### config.mk
export PLATFORM = sky130hd
export DESIGN_NAME = adc_sequencer_control
export DESIGN_NICKNAME = d
export VERILOG_FILES = /design/src/hdl/adc_seq_pkg.sv /design/src/hdl/adc_sequencer_control.sv
export SDC_FILE = /design/constraint.sdc
export NUM_CORES = 1
export LEC_CHECK = 0
export BUFFER_PORTS_ARGS = -buffer_cell sky130_fd_sc_hd__buf_2
export CAP_MARGIN = 20
export CELL_PAD_IN_SITES_DETAIL_PLACEMENT = 1
export CELL_PAD_IN_SITES_GLOBAL_PLACEMENT = 1
export CORE_ASPECT_RATIO = 1.4
export CORE_MARGIN = 5
export CORE_UTILIZATION = 46
export CTS_CLUSTER_DIAMETER = 40
export DETAILED_ROUTE_END_ITERATION = 10
export HOLD_SLACK_MARGIN = 0.1
export PLACE_DENSITY_LB_ADDON = 0.1
export SYNTH_ARGS = -nofsm -noshare
export SYNTH_HDL_FRONTEND = slang
export SYNTH_SLANG_ARGS = --single-unit
export TNS_END_PERCENT = 100
### constraint.sdc
create_clock -name sys_clk -period 2.6 [get_ports sys_clk]
set_input_delay 0.52 -clock sys_clk [delete_from_list [all_inputs] [get_ports sys_clk]]
set_output_delay 0.52 -clock sys_clk [all_outputs]
set_load 0.03 [all_outputs]
### src/hdl/adc_seq_pkg.sv
// Package of register map, field positions and timing constants for the converter control.
package adc_seq_pkg;
    // Register indices on the plain register port.
    localparam logic [2:0] ADDR_CONTROL = 3'h0;
    localparam logic [2:0] ADDR_CONFIG = 3'h1;
    localparam logic [2:0] ADDR_TIMING = 3'h2;
    localparam logic [2:0] ADDR_RESULT_HIGH = 3'h3;
    localparam logic [2:0] ADDR_RESULT_LOW = 3'h4;
    localparam logic [2:0] ADDR_STATUS = 3'h5;
    // Field positions.
    localparam int POWER_BIT = 0;
    localparam int RUN_BIT = 1;
    localparam int SEL_LSB = 2;
    localparam int SEL_MSB = 5;
    localparam int PIN_CFG_MSB = 3;
    localparam int POS_REF_BIT = 4;
    localparam int NEG_REF_BIT = 5;
    localparam int CLK_SEL_MSB = 2;
    localparam int ACQ_LSB = 3;
    localparam int ACQ_MSB = 5;
    localparam int JUSTIFY_BIT = 7;
    // Writable masks; unimplemented bits read zero.
    localparam logic [7:0] CONTROL_MASK = 8'h3f;
    localparam logic [7:0] CONFIG_MASK = 8'h3f;
    localparam logic [7:0] TIMING_MASK = 8'hbf;
    localparam logic [7:0] RESET_VALUE = 8'h00;
    // Channel and port limits.
    localparam logic [3:0] LAST_CHANNEL = 4'hb;
    localparam logic [3:0] ALL_ANALOG_LAST = 4'h3;
    localparam int CHANNELS = 12;
    localparam int RESULT_BITS = 10;
    // Conversion takes eleven clock periods; the first clears the hold.
    localparam logic [3:0] CONVERT_PERIODS = 4'hb;
    // Rates of the dedicated RC clock and of the instruction cycle.
    localparam int SYS_CLK_HZ = 20000000;
    localparam int RC_PERIOD_NS = 4000;
    localparam int INSTR_OSC_PERIODS = 4;
    localparam int SYS_PERIOD_NS = 1000000000 / SYS_CLK_HZ;
    localparam int RC_HALF_CYCLES = RC_PERIOD_NS / SYS_PERIOD_NS / 2;
    localparam logic [7:0] RC_HALF = 8'(RC_HALF_CYCLES);
    localparam logic [7:0] INSTR_DELAY = 8'(INSTR_OSC_PERIODS);
    typedef enum logic [1:0] {S_IDLE, S_WAIT, S_ACQ, S_CONV} seq_state_e;
endpackage

### src/hdl/adc_sequencer_control.sv
// Successive-approximation converter control with registers and sequencer.
//
// Chosen here: the strobed register port and the register addresses.
`timescale 1ns/1ps
`default_nettype none
module adc_sequencer_control (
    input wire logic sys_clk,
    input wire logic reset_n,
    input wire logic [2:0] reg_addr,
    input wire logic [7:0] reg_wdata,
    input wire logic reg_write,
    input wire logic reg_read,
    output logic [7:0] reg_rdata,
    input wire logic sleep_active,
    input wire logic comparator_high,
    output logic [3:0] input_select,
    output logic sample_connect,
    output logic neg_reference_select,
    output logic pos_reference_select,
    output logic [adc_seq_pkg::CHANNELS-1:0] pin_analog_config,
    output logic [adc_seq_pkg::RESULT_BITS-1:0] trial_code,
    output logic conversion_done_flag
);
    import adc_seq_pkg::*;

    ////////////////////////////////////////////////////////////////////////
    logic [7:0] control_reg, config_reg, timing_reg, rdata_reg;
    logic [7:0] result_high_reg, result_low_reg;
    logic done_reg, run_reg;
    logic [RESULT_BITS-1:0] sar_reg;
    logic [3:0] bit_reg;
    logic [4:0] acq_reg;
    logic [7:0] div_reg, delay_reg;
    logic tick_reg, sample_reg;
    logic [CHANNELS-1:0] analog_reg;
    seq_state_e state_reg;

    // Register decode and field extraction.
    wire wr_control = reg_write && reg_addr == ADDR_CONTROL;
    wire wr_config = reg_write && reg_addr == ADDR_CONFIG;
    wire wr_timing = reg_write && reg_addr == ADDR_TIMING;
    wire wr_status = reg_write && reg_addr == ADDR_STATUS;
    wire power_on = control_reg[POWER_BIT];
    // Enable as it will stand after this edge, so one write can start.
    wire power_next = wr_control ? reg_wdata[POWER_BIT] : power_on;
    wire [2:0] clk_sel = timing_reg[CLK_SEL_MSB:0];
    wire [2:0] acq_sel = timing_reg[ACQ_MSB:ACQ_LSB];
    wire rc_clock = clk_sel[1] && clk_sel[0];
    // A start needs the enable bit set in the same write as the run bit.
    wire start_req = wr_control && reg_wdata[RUN_BIT] &&
        reg_wdata[POWER_BIT] && state_reg == S_IDLE;
    wire busy = state_reg != S_IDLE;

    // Half period of the divided oscillator clock in system clocks.
    logic [7:0] half_div;
    always_comb begin
        unique case (clk_sel)
            3'h0: half_div = 8'h01;
            3'h1: half_div = 8'h04;
            3'h2: half_div = 8'h10;
            3'h4: half_div = 8'h02;
            3'h5: half_div = 8'h08;
            3'h6: half_div = 8'h20;
            default: half_div = RC_HALF;
        endcase
    end

    // Acquisition length in conversion clock periods.
    logic [4:0] acq_len;
    always_comb begin
        unique case (acq_sel)
            3'h0: acq_len = 5'h00;
            3'h1: acq_len = 5'h02;
            3'h2: acq_len = 5'h04;
            3'h3: acq_len = 5'h06;
            3'h4: acq_len = 5'h08;
            3'h5: acq_len = 5'h0c;
            3'h6: acq_len = 5'h10;
            default: acq_len = 5'h14;
        endcase
    end

    // Oscillator clocks stop in sleep; the RC clock keeps running.
    wire clock_runs = rc_clock || !sleep_active;
    wire [7:0] period = {half_div[6:0], 1'b0};
    wire div_wrap = div_reg + 8'h01 >= period;

    // Port configuration: code n above 3 makes the top n-3 pins digital.
    genvar g;
    generate
        for (g = 0; g < CHANNELS; g++) begin : g_pin
            localparam logic [3:0] THRESH = 4'(CHANNELS + 3 - g);
            assign pin_analog_config[g] = analog_reg[g];
            always_ff @(posedge sys_clk or negedge reset_n) begin
                if (!reset_n) analog_reg[g] <= 1'b1;
                else analog_reg[g] <= config_reg[PIN_CFG_MSB:0] < THRESH ||
                    config_reg[PIN_CFG_MSB:0] <= ALL_ANALOG_LAST;
            end
        end
    endgenerate

    // Read multiplexer; unimplemented bits are masked to zero.
    logic [7:0] rd_mux;
    always_comb begin
        unique case (reg_addr)
            ADDR_CONTROL: rd_mux = control_reg;
            ADDR_CONFIG: rd_mux = config_reg;
            ADDR_TIMING: rd_mux = timing_reg;
            ADDR_RESULT_HIGH: rd_mux = result_high_reg;
            ADDR_RESULT_LOW: rd_mux = result_low_reg;
            ADDR_STATUS: rd_mux = {7'h00, done_reg};
            default: rd_mux = RESET_VALUE;
        endcase
    end

    ////////////////////////////////////////////////////////////////////////
    // Configuration registers; reset returns all to their reset values.
    always_ff @(posedge sys_clk or negedge reset_n) begin
        if (!reset_n) begin
            config_reg <= RESET_VALUE;
            timing_reg <= RESET_VALUE;
        end else begin
            if (wr_config) config_reg <= reg_wdata & CONFIG_MASK;
            if (wr_timing) timing_reg <= reg_wdata & TIMING_MASK;
        end
    end

    // Control register; run bit mirrors the sequencer, not the write.
    wire [7:0] control_next = {2'b00, (wr_control ?
        reg_wdata[SEL_MSB:SEL_LSB] : control_reg[SEL_MSB:SEL_LSB]),
        run_reg, (wr_control ? reg_wdata[POWER_BIT] : power_on)};
    always_ff @(posedge sys_clk or negedge reset_n) begin
        if (!reset_n) control_reg <= RESET_VALUE;
        else control_reg <= control_next;
    end

    always_ff @(posedge sys_clk or negedge reset_n) begin
        if (!reset_n) rdata_reg <= RESET_VALUE;
        else rdata_reg <= reg_read ? rd_mux : RESET_VALUE;
    end
    assign reg_rdata = rdata_reg;

    ////////////////////////////////////////////////////////////////////////
    // Conversion clock: divider makes one tick per clock period.
    always_ff @(posedge sys_clk or negedge reset_n) begin
        if (!reset_n) begin
            div_reg <= 8'h00;
            tick_reg <= 1'b0;
        end else if (state_reg == S_IDLE || state_reg == S_WAIT ||
                     !clock_runs) begin
            div_reg <= 8'h00;
            tick_reg <= 1'b0;
        end else begin
            div_reg <= div_wrap ? 8'h00 : div_reg + 8'h01;
            tick_reg <= div_wrap;
        end
    end

    // Sequencer: start, optional RC delay, optional acquisition, eleven periods.
    always_ff @(posedge sys_clk or negedge reset_n) begin
        if (!reset_n) begin
            state_reg <= S_IDLE;
            run_reg <= 1'b0;
            delay_reg <= 8'h00;
            acq_reg <= 5'h00;
            bit_reg <= 4'h0;
            sar_reg <= '0;
            sample_reg <= 1'b1;
        end else if (!power_next) begin
            // Clearing the enable aborts at the very edge of the write.
            state_reg <= S_IDLE;
            run_reg <= 1'b0;
            sample_reg <= 1'b1;
        end else begin
            unique case (state_reg)
                S_IDLE: if (start_req) begin
                    run_reg <= 1'b1;
                    delay_reg <= rc_clock ? INSTR_DELAY : 8'h00;
                    acq_reg <= acq_len;
                    state_reg <= S_WAIT;
                end
                S_WAIT: if (delay_reg == 8'h00) begin
                    state_reg <= acq_reg == 5'h00 ? S_CONV : S_ACQ;
                    sample_reg <= acq_reg != 5'h00;
                    bit_reg <= 4'h0;
                    sar_reg <= '0;
                end else delay_reg <= delay_reg - 8'h01;
                S_ACQ: if (tick_reg) begin
                    if (acq_reg == 5'h01) begin
                        state_reg <= S_CONV;
                        sample_reg <= 1'b0;
                    end
                    acq_reg <= acq_reg - 5'h01;
                end
                S_CONV: if (tick_reg) begin
                    // First period settles the hold, then one bit per period.
                    if (bit_reg != 4'h0)
                        sar_reg[RESULT_BITS - int'(bit_reg)] <=
                            comparator_high;
                    if (bit_reg == CONVERT_PERIODS - 4'h1) begin
                        state_reg <= S_IDLE;
                        run_reg <= 1'b0;
                        sample_reg <= 1'b1;
                    end
                    bit_reg <= bit_reg + 4'h1;
                end
            endcase
        end
    end

    // Trial code tests the current bit on top of those resolved so far.
    wire [RESULT_BITS-1:0] trial_bit = (bit_reg == 4'h0) ? '0 :
        RESULT_BITS'(1) << (RESULT_BITS - int'(bit_reg));
    wire finishing = state_reg == S_CONV && tick_reg &&
        bit_reg == CONVERT_PERIODS - 4'h1;
    wire [RESULT_BITS-1:0] final_code = {sar_reg[RESULT_BITS-1:1],
        comparator_high};

    // Results and done flag; the flag set wins over a software clear.
    always_ff @(posedge sys_clk or negedge reset_n) begin
        if (!reset_n) begin
            result_high_reg <= RESET_VALUE;
            result_low_reg <= RESET_VALUE;
            done_reg <= 1'b0;
        end else begin
            if (finishing) begin
                done_reg <= 1'b1;
                if (timing_reg[JUSTIFY_BIT]) begin
                    result_high_reg <= {6'h00, final_code[9:8]};
                    result_low_reg <= final_code[7:0];
                end else begin
                    result_high_reg <= final_code[9:2];
                    result_low_reg <= {final_code[1:0], 6'h00};
                end
            end else if (wr_status && !reg_wdata[0]) done_reg <= 1'b0;
        end
    end

    // Analog side outputs, all registered.
    logic [3:0] sel_reg;
    logic neg_reg, pos_reg;
    logic [RESULT_BITS-1:0] trial_reg;
    always_ff @(posedge sys_clk or negedge reset_n) begin
        if (!reset_n) begin
            sel_reg <= 4'h0;
            neg_reg <= 1'b0;
            pos_reg <= 1'b0;
            trial_reg <= '0;
        end else begin
            // Codes above 11 pass through and leave the sampler floating.
            sel_reg <= control_reg[SEL_MSB:SEL_LSB];
            neg_reg <= config_reg[NEG_REF_BIT];
            pos_reg <= config_reg[POS_REF_BIT];
            trial_reg <= sar_reg | trial_bit;
        end
    end
    assign input_select = sel_reg;
    assign neg_reference_select = neg_reg;
    assign pos_reference_select = pos_reg;
    assign trial_code = trial_reg;
    assign sample_connect = sample_reg;
    assign conversion_done_flag = done_reg;

    ////////////////////////////////////////////////////////////////////////
    // Count of conversion periods between start of conversion and done.
    logic [4:0] conv_ticks;
    always_ff @(posedge sys_clk or negedge reset_n) begin
        if (!reset_n) conv_ticks <= 5'h00;
        else if (state_reg != S_CONV) conv_ticks <= 5'h00;
        else if (tick_reg) conv_ticks <= conv_ticks + 5'h01;
    end

    // Ticks spent sampling, checked against the programmed acquisition.
    logic [4:0] acq_ticks;
    always_ff @(posedge sys_clk or negedge reset_n) begin
        if (!reset_n) acq_ticks <= 5'h00;
        else if (state_reg != S_ACQ) acq_ticks <= 5'h00;
        else if (tick_reg) acq_ticks <= acq_ticks + 5'h01;
    end

    eleven_periods_a: assert property (@(posedge sys_clk) disable iff (!reset_n)
        $fell(run_reg) && power_on |-> $past(conv_ticks) == 5'h0a)
        else $error("conversion did not take eleven periods");
    done_clears_run_a: assert property (@(posedge sys_clk)
        disable iff (!reset_n) finishing |=> !run_reg && done_reg)
        else $error("end of conversion did not clear run and set flag");
    disabled_no_run_a: assert property (@(posedge sys_clk)
        disable iff (!reset_n) !power_next |=> !run_reg)
        else $error("run bit set while module off");
    run_matches_busy_a: assert property (@(posedge sys_clk)
        disable iff (!reset_n) run_reg == busy)
        else $error("run bit disagrees with sequencer");
    start_sets_run_a: assert property (@(posedge sys_clk)
        disable iff (!reset_n) start_req |=> run_reg)
        else $error("start did not set run bit");
    unused_bits_a: assert property (@(posedge sys_clk) disable iff (!reset_n)
        control_reg[7:6] == 2'b00 && config_reg[7:6] == 2'b00)
        else $error("unimplemented bits read nonzero");
    sample_resumes_a: assert property (@(posedge sys_clk)
        disable iff (!reset_n) finishing |=> sample_reg)
        else $error("sampling did not resume");
    rc_delay_a: assert property (@(posedge sys_clk) disable iff (!reset_n)
        start_req && rc_clock |=> state_reg == S_WAIT [*4])
        else $error("RC clock start not delayed");
    right_justify_a: assert property (@(posedge sys_clk)
        disable iff (!reset_n) finishing && timing_reg[JUSTIFY_BIT]
        |=> result_high_reg[7:2] == 6'h00)
        else $error("right justified high bits nonzero");

    // Outputs toward the analog side follow their fields one cycle late.
    select_follows_a: assert property (
        @(posedge sys_clk) disable iff (!reset_n)
        sel_reg == $past(control_reg[SEL_MSB:SEL_LSB]))
        else $error("channel output does not follow its field");
    refs_follow_a: assert property (
        @(posedge sys_clk) disable iff (!reset_n)
        {neg_reg, pos_reg} == $past({config_reg[NEG_REF_BIT],
        config_reg[POS_REF_BIT]}))
        else $error("reference outputs do not follow their bits");
    pins_analog_a: assert property (
        @(posedge sys_clk) disable iff (!reset_n)
        config_reg[PIN_CFG_MSB:0] <= ALL_ANALOG_LAST |=> &analog_reg)
        else $error("low port code left a pin digital");
    pins_digital_a: assert property (
        @(posedge sys_clk) disable iff (!reset_n)
        &config_reg[PIN_CFG_MSB:0] |=> analog_reg == '0)
        else $error("top port code left a pin analog");

    // The hold opens only for conversion; acquisition keeps sampling.
    hold_in_conv_a: assert property (
        @(posedge sys_clk) disable iff (!reset_n)
        state_reg == S_CONV |-> !sample_reg)
        else $error("sampler connected during conversion");
    acq_samples_a: assert property (
        @(posedge sys_clk) disable iff (!reset_n)
        state_reg == S_ACQ |-> sample_reg)
        else $error("sampler open during acquisition");
    acq_length_a: assert property (
        @(posedge sys_clk) disable iff (!reset_n)
        state_reg == S_ACQ && tick_reg && acq_reg == 5'h01
        |-> acq_ticks + 5'h01 == acq_len)
        else $error("acquisition length differs from its code");

    // Sleep stalls the divided clock; disable and flag clear take effect.
    sleep_stall_a: assert property (
        @(posedge sys_clk) disable iff (!reset_n)
        sleep_active && !rc_clock |=> !tick_reg)
        else $error("divided clock ran during sleep");
    off_aborts_a: assert property (
        @(posedge sys_clk) disable iff (!reset_n)
        !power_next |=> state_reg == S_IDLE)
        else $error("disable did not abort the sequencer");
    flag_clear_a: assert property (
        @(posedge sys_clk) disable iff (!reset_n)
        wr_status && !reg_wdata[0] && !finishing |=> !done_reg)
        else $error("software clear of done flag was lost");
endmodule // adc_sequencer_control
`default_nettype wire

* After elaboration in Yosys (flattened, before gate mapping)
Index checks and enable logic that the tools add are counted.
** Word-level totals
- Output and inout bits :: 38
- Memory bits (read-only) :: 0
- Input port bits :: 17
- Latch bits :: 0
- Register bits after elaboration :: 112
- RAM bits :: 0
- Word-level logic and storage cells :: 192
- Memories kept :: 0
** Operators by class
- Add/subtract/negate cells :: 5
- Divide/modulo/power cells :: 0
- Equal/unequal tests :: 35
- Muxes and demuxes :: 51
- Reductions and logical operators :: 50
- Bitwise logic cells :: 1
- Multipliers :: 0
- Order comparisons :: 16
- Shifts and indexed selects :: 1
** Operators with widths (count)
- $mux W8 :: 7
- $pmux W8 S6 :: 1
- $mux W10 :: 4
- $pmux W6 S6 :: 1
- $pmux W5 S7 :: 1
- $ge A32 B1 Y1 const B :: 1
- $lt A32 B6 Y1 const B :: 1
- $lt A4 B4 Y1 const B :: 8
- $shl A1 B32 Y10 const A :: 1
- $eq A3 B3 Y1 const B :: 8
- $pmux W10 S2 :: 1
- $lt A4 B3 Y1 const B :: 4
- $mux W1 :: 16
- $pmux W8 S2 :: 1
- $reduce_and A4 Y1 :: 4
- $eq A3 B2 Y1 const B :: 5
- $logic_or A1 B1 Y1 :: 15
- $ne A3 B3 Y1 const B :: 5
- $mux W2 :: 7
- $logic_and A1 B1 Y1 :: 12
- $reduce_and A6 Y1 :: 2
- $bwmux W10 :: 1
- $mux W5 :: 2
- $ne A2 B2 Y1 const B :: 5
- other kinds (35) :: 46

* Logic depth before layout (Yosys ltp)
- Depth in word-level cells :: 9
- Mapped depth :: 9

* Worst setup path before layout
OpenSTA, ideal clock, no wires.
- Kind :: input to register
- Start point :: input port reg_addr[2]
- End point :: register delay_reg[6]
- Library setup time :: 0.095 ns
- Buffers on the path :: 2
- Stages :: 8
- Path slack :: 0.396 ns
- Arrival time :: 2.109 ns
- Path through :: buf_2 > nor4b_4 > mux2i_1 > inv_2 > nand4_2 > clkbuf_1 > o21ai_0 > o31ai_1
** RTL lines
- from (decl) :: line adc_sequencer_control.sv:9 : input wire logic [2:0] reg_addr,
- $logic_not A3 Y1 :: line adc_sequencer_control.sv:39 : wire wr_control = reg_write && reg_addr == ADDR_CONTROL;
- $logic_and A1 B1 Y1 :: line adc_sequencer_control.sv:39
- $mux W1
- net power_next :: line adc_sequencer_control.sv:45 : wire power_next = wr_control ? reg_wdata[POWER_BIT] : power_on;
- $reduce_and A4 Y1 (no line)
- to (signal assigned) :: line adc_sequencer_control.sv:178 : delay_reg <= rc_clock ? INSTR_DELAY : 8'h00;
- to (signal assigned) :: line adc_sequencer_control.sv:187 : end else delay_reg <= delay_reg - 8'h01;
- to (decl) :: line adc_sequencer_control.sv:33 : logic [7:0] div_reg, delay_reg;
The timed path passes the listed nets, and every way through them passes these cells.
A chain may end at the register's enable or synchronous reset.

* Final worst setup path
- Start point :: register delay_reg[3]
- End point :: register bit_reg[3]
** Between the ends
- Longest elaborated chain between the ends :: 3
** RTL lines
- $logic_not A8 Y1 :: line adc_sequencer_control.sv:182 : S_WAIT: if (delay_reg == 8'h00) begin
- $ne A2 B1 Y1 (no line)
- $reduce_and A4 Y1 (no line)
- to (signal assigned) :: line adc_sequencer_control.sv:205 : bit_reg <= bit_reg + 4'h1;
- to (decl) :: line adc_sequencer_control.sv:31 : logic [3:0] bit_reg;
Every way passes these cells.

==> qor.csv <==
stage,metric,value,unit
timing,period_share,0.956,
global_routing,grt_pass1_wl,23.4,mm
routing,ant_nets,0,
critical_path,worst-setup-path-type,reg2reg,
power_and_ir_drop,power_density,811,nW/µm²
place,routabilityCongestion,0.868,
clock_network,cts_sinks,112,
outcome,run_status,"complete, no violations",
synth,yosysSeqAreaShare,0.509,
critical_path,critical-path-top-delay-family,simple AND/OR/NAND/NOR gates,
finish,final_cells,751,
routing,highest_layer,met4,
power_and_ir_drop,power,5120,µW
floorplanning,die-area,14400,µm²
floorplanning,initial_core_util,0.469,
floorplanning,core_area,11800,µm²
synth,synthFlopType,dfrtp_1,
critical_path,crit_fanout,7,
place,dp_cells,734,
finish,diodes,0,
clock_network,tritoncts,yes,
clock_network,cts_max_level,3,
synth,synth_edf_count,0,
synth,yosysWarnings,0,
routing,vias,4207,
hold_path,worst_hold_path_type,reg2reg,
routing,dr_wl_met3,406,µm
synth,syn_area,5540,µm²
timing,worst_pin_slew,0.633,ns
critical_path,cp.buffers_inverters,0,
synth,netlist-cell-type-count,68,
finish,nets,637,
power_and_ir_drop,leakage,0.00293,µW
clock_network,clockBufferDepth,2,
routing,drt_first_pass_iters,4,
routing,drt-met1-wl,5.72,mm
synth,synth-async-reset-ratio,1.00,
global_routing,grt_max_degree,47,
place,port_buffers,53,
timing,max_slew_margin,0.578,
critical_path,critPathMaxStageDelay,0.59,ns
timing,setup_viol,0,
finish,fillerInstances,1327,
synth,syn_inst,542,
timing,finalCriticalPeriod,2.49,ns
clock_network,clk_transition_reported_paths,0.08,ns
power_and_ir_drop,ir_drop,0.000363,V
place,preCtsSetupSlack,0.141,ns
clock_network,cts-root-buf,clkbuf_16,
place,dp_hpwl,10.5,mm
critical_path,critical_path_arrival,2.76,ns
synth,avgSynthCellArea,10.2,µm²
critical_path,cp-end-kind,register,
finish,largest_register_ffs,12,
run,maxCapViolations,0,
critical_path,start_kind,register,
routing,wl,13.7,mm
synth,synth.net_count,580,
routing,vias_per_cell,5.60,
global_routing,antenna_found_initial,0,
clock_network,cts-buffers-inserted,9,
critical_path,critical_path_required,2.87,ns
floorplanning,ios,55,
finish,layout-drive-gt1-share,0.224,
clock_network,postCtsSetupBuffers,0,
timing,grt_setup_unrepaired,false,
routing,wl_met2,7.26,mm
timing,fin_hold_ws,0.386,ns
timing,setup_tns,0,ns
timing,max_freq,402,MHz
global_routing,grt_usage,0.204,
global_routing,grt-ovfl-total,0,
finish,area_growth,13.8,%
routing,drc_errors,0,
global_routing,grt_pass1_vias,4583,
timing,setup_ws,0.114,ns
clock_network,worst_skew_pair.late_latency,0.35,ns
critical_path,crit_chain,or4_4 -> o31ai_2 -> nand3_1 -> or3_1 -> a21boi_1,
timing,finalHoldViolations,0,
floorplanning,num_rows,47,
routing,drtIter0Drc,135,
routing,wire_per_inst,18.2,µm
timing,fin_skew,0.00845,ns
critical_path,cpMaxStageDelayCell,or4_4,
timing,drv_slew,0,
floorplanning,die_h,140,µm
floorplanning,die_w,103,µm
synth,synth_seq_cells,112,
==> synth_stat cells (3+ instances only) <==
cell type,number,share of area
o211ai_1,3,0.0041
a21oi_1,21,0.019
mux2_2,16,0.033
clkbuf_1,21,0.014
o31ai_1,4,0.0054
ha_1,21,0.047
o22a_1,4,0.0063
o21ai_0,37,0.033
mux2i_1,19,0.034
and2_1,10,0.011
dfrtp_1,99,0.45
or2_2,3,0.0034
xnor2_1,5,0.0079
nor2b_1,5,0.0056
a41o_1,3,0.0054
or3_1,4,0.0045
o21ai_1,3,0.0027
o41ai_1,5,0.0079
o22ai_1,9,0.010
nand2_1,77,0.052
o21a_1,3,0.0041
a21o_1,7,0.0095
inv_1,23,0.016
o311ai_1,3,0.0047
nand2b_1,11,0.012
nor2_1,34,0.023
nand4_1,4,0.0045
nor3_1,9,0.0081
a31oi_1,3,0.0034
nand3_1,11,0.0099
dfstp_2,13,0.062
buf_6,3,0.0061
==> cell type report <==
class                   instances  area (µm²)  area share
repair buffers                 73         433      0.0686
clock inverters                 5        32.5     0.00516
multi-input cells             378        2500       0.397
clock buffers                  11         243      0.0385
flip-flops and latches        112        2820       0.447
inverters                      25        93.8      0.0149
well taps                     147         184      0.0292
==> placed cells by master (no fill, tap or decap), drive strengths merged, types with 7 or more instances in the layout <==
cell type	instances
dfrtp	99
nand2	77
buf	72
o21ai	40
nor2	34
inv	24
a21oi	21
ha	21
mux2i	19
mux2	16
dfstp	13
nand3	11
nand2b	11
clkbuf	11
and2	10
nor3	10
o22ai	9
a21o	7
o41ai	7
==> worst register-to-register path, cell delays in order (launching register included) <==
cell and delay (ns):
dfrtp_1 0.44, or4_4 0.59, o31ai_2 0.41, nand3_1 0.37
or3_1 0.45, a21boi_1 0.16
==> report_power, final <==
group / total, µW / internal [µW] / leakage (µW) / switching, µW
clock network: 1300 / 674 / 0.000128 / 627
registers: 2300 / 2020 / 0.00144 / 278
logic: 1520 / 577 / 0.00137 / 942
total: 5120 / 3270 / 0.00293 / 1850
==> metal layers <==
layer  vias up  GRT usage
met5         -          0
met4         0     0.0668
met3        21     0.0305
met2        60      0.362
met1      2109      0.250
li1       2017          -
==> stage by stage <==
stage | utilization | cell area [µm²]
2_1_floorplan | - | 5540
3_3_place_gp | 0.510 | 6020
3_5_place_dp | 0.510 | 6020
4_1_cts | 0.534 | 6310
5_1_grt | 0.534 | 6310
6_report | 0.534 | 6310
==> path summary, 6_finish.rpt <==
kind                         startpoint                   end  slack [ns]  cells after the start
min                             run_reg        control_reg[1]        0.39                      0
max                        delay_reg[3]            bit_reg[3]        0.11                      5
min in group asynchronous       reset_n            div_reg[4]        0.63                      2
min reg2reg                     run_reg        control_reg[1]        0.39                      0
max in group asynchronous       reset_n  pin_analog_config[4]        1.29                      3
max reg2reg                delay_reg[3]            bit_reg[3]        0.11                      5
==> logic make-up after synthesis <==
family,Yosys count,synth area share
mux,36,0.0709
buf+inv,52,0.0397
fa+ha+maj,21,0.0474
other cells,1,0.000677
flops,112,0.509
simple gates,186,0.166
compound gates,127,0.156
xor+xnor,7,0.0111
==> repair_timing <==
item,in CTS,in global routing
endpoints found under the setup margin,0,3
gates resized for setup,0,1
hold endpoints to repair,15,0
hold buffers,1,0
No activity file was read; power rests on OpenSTA's default activity.
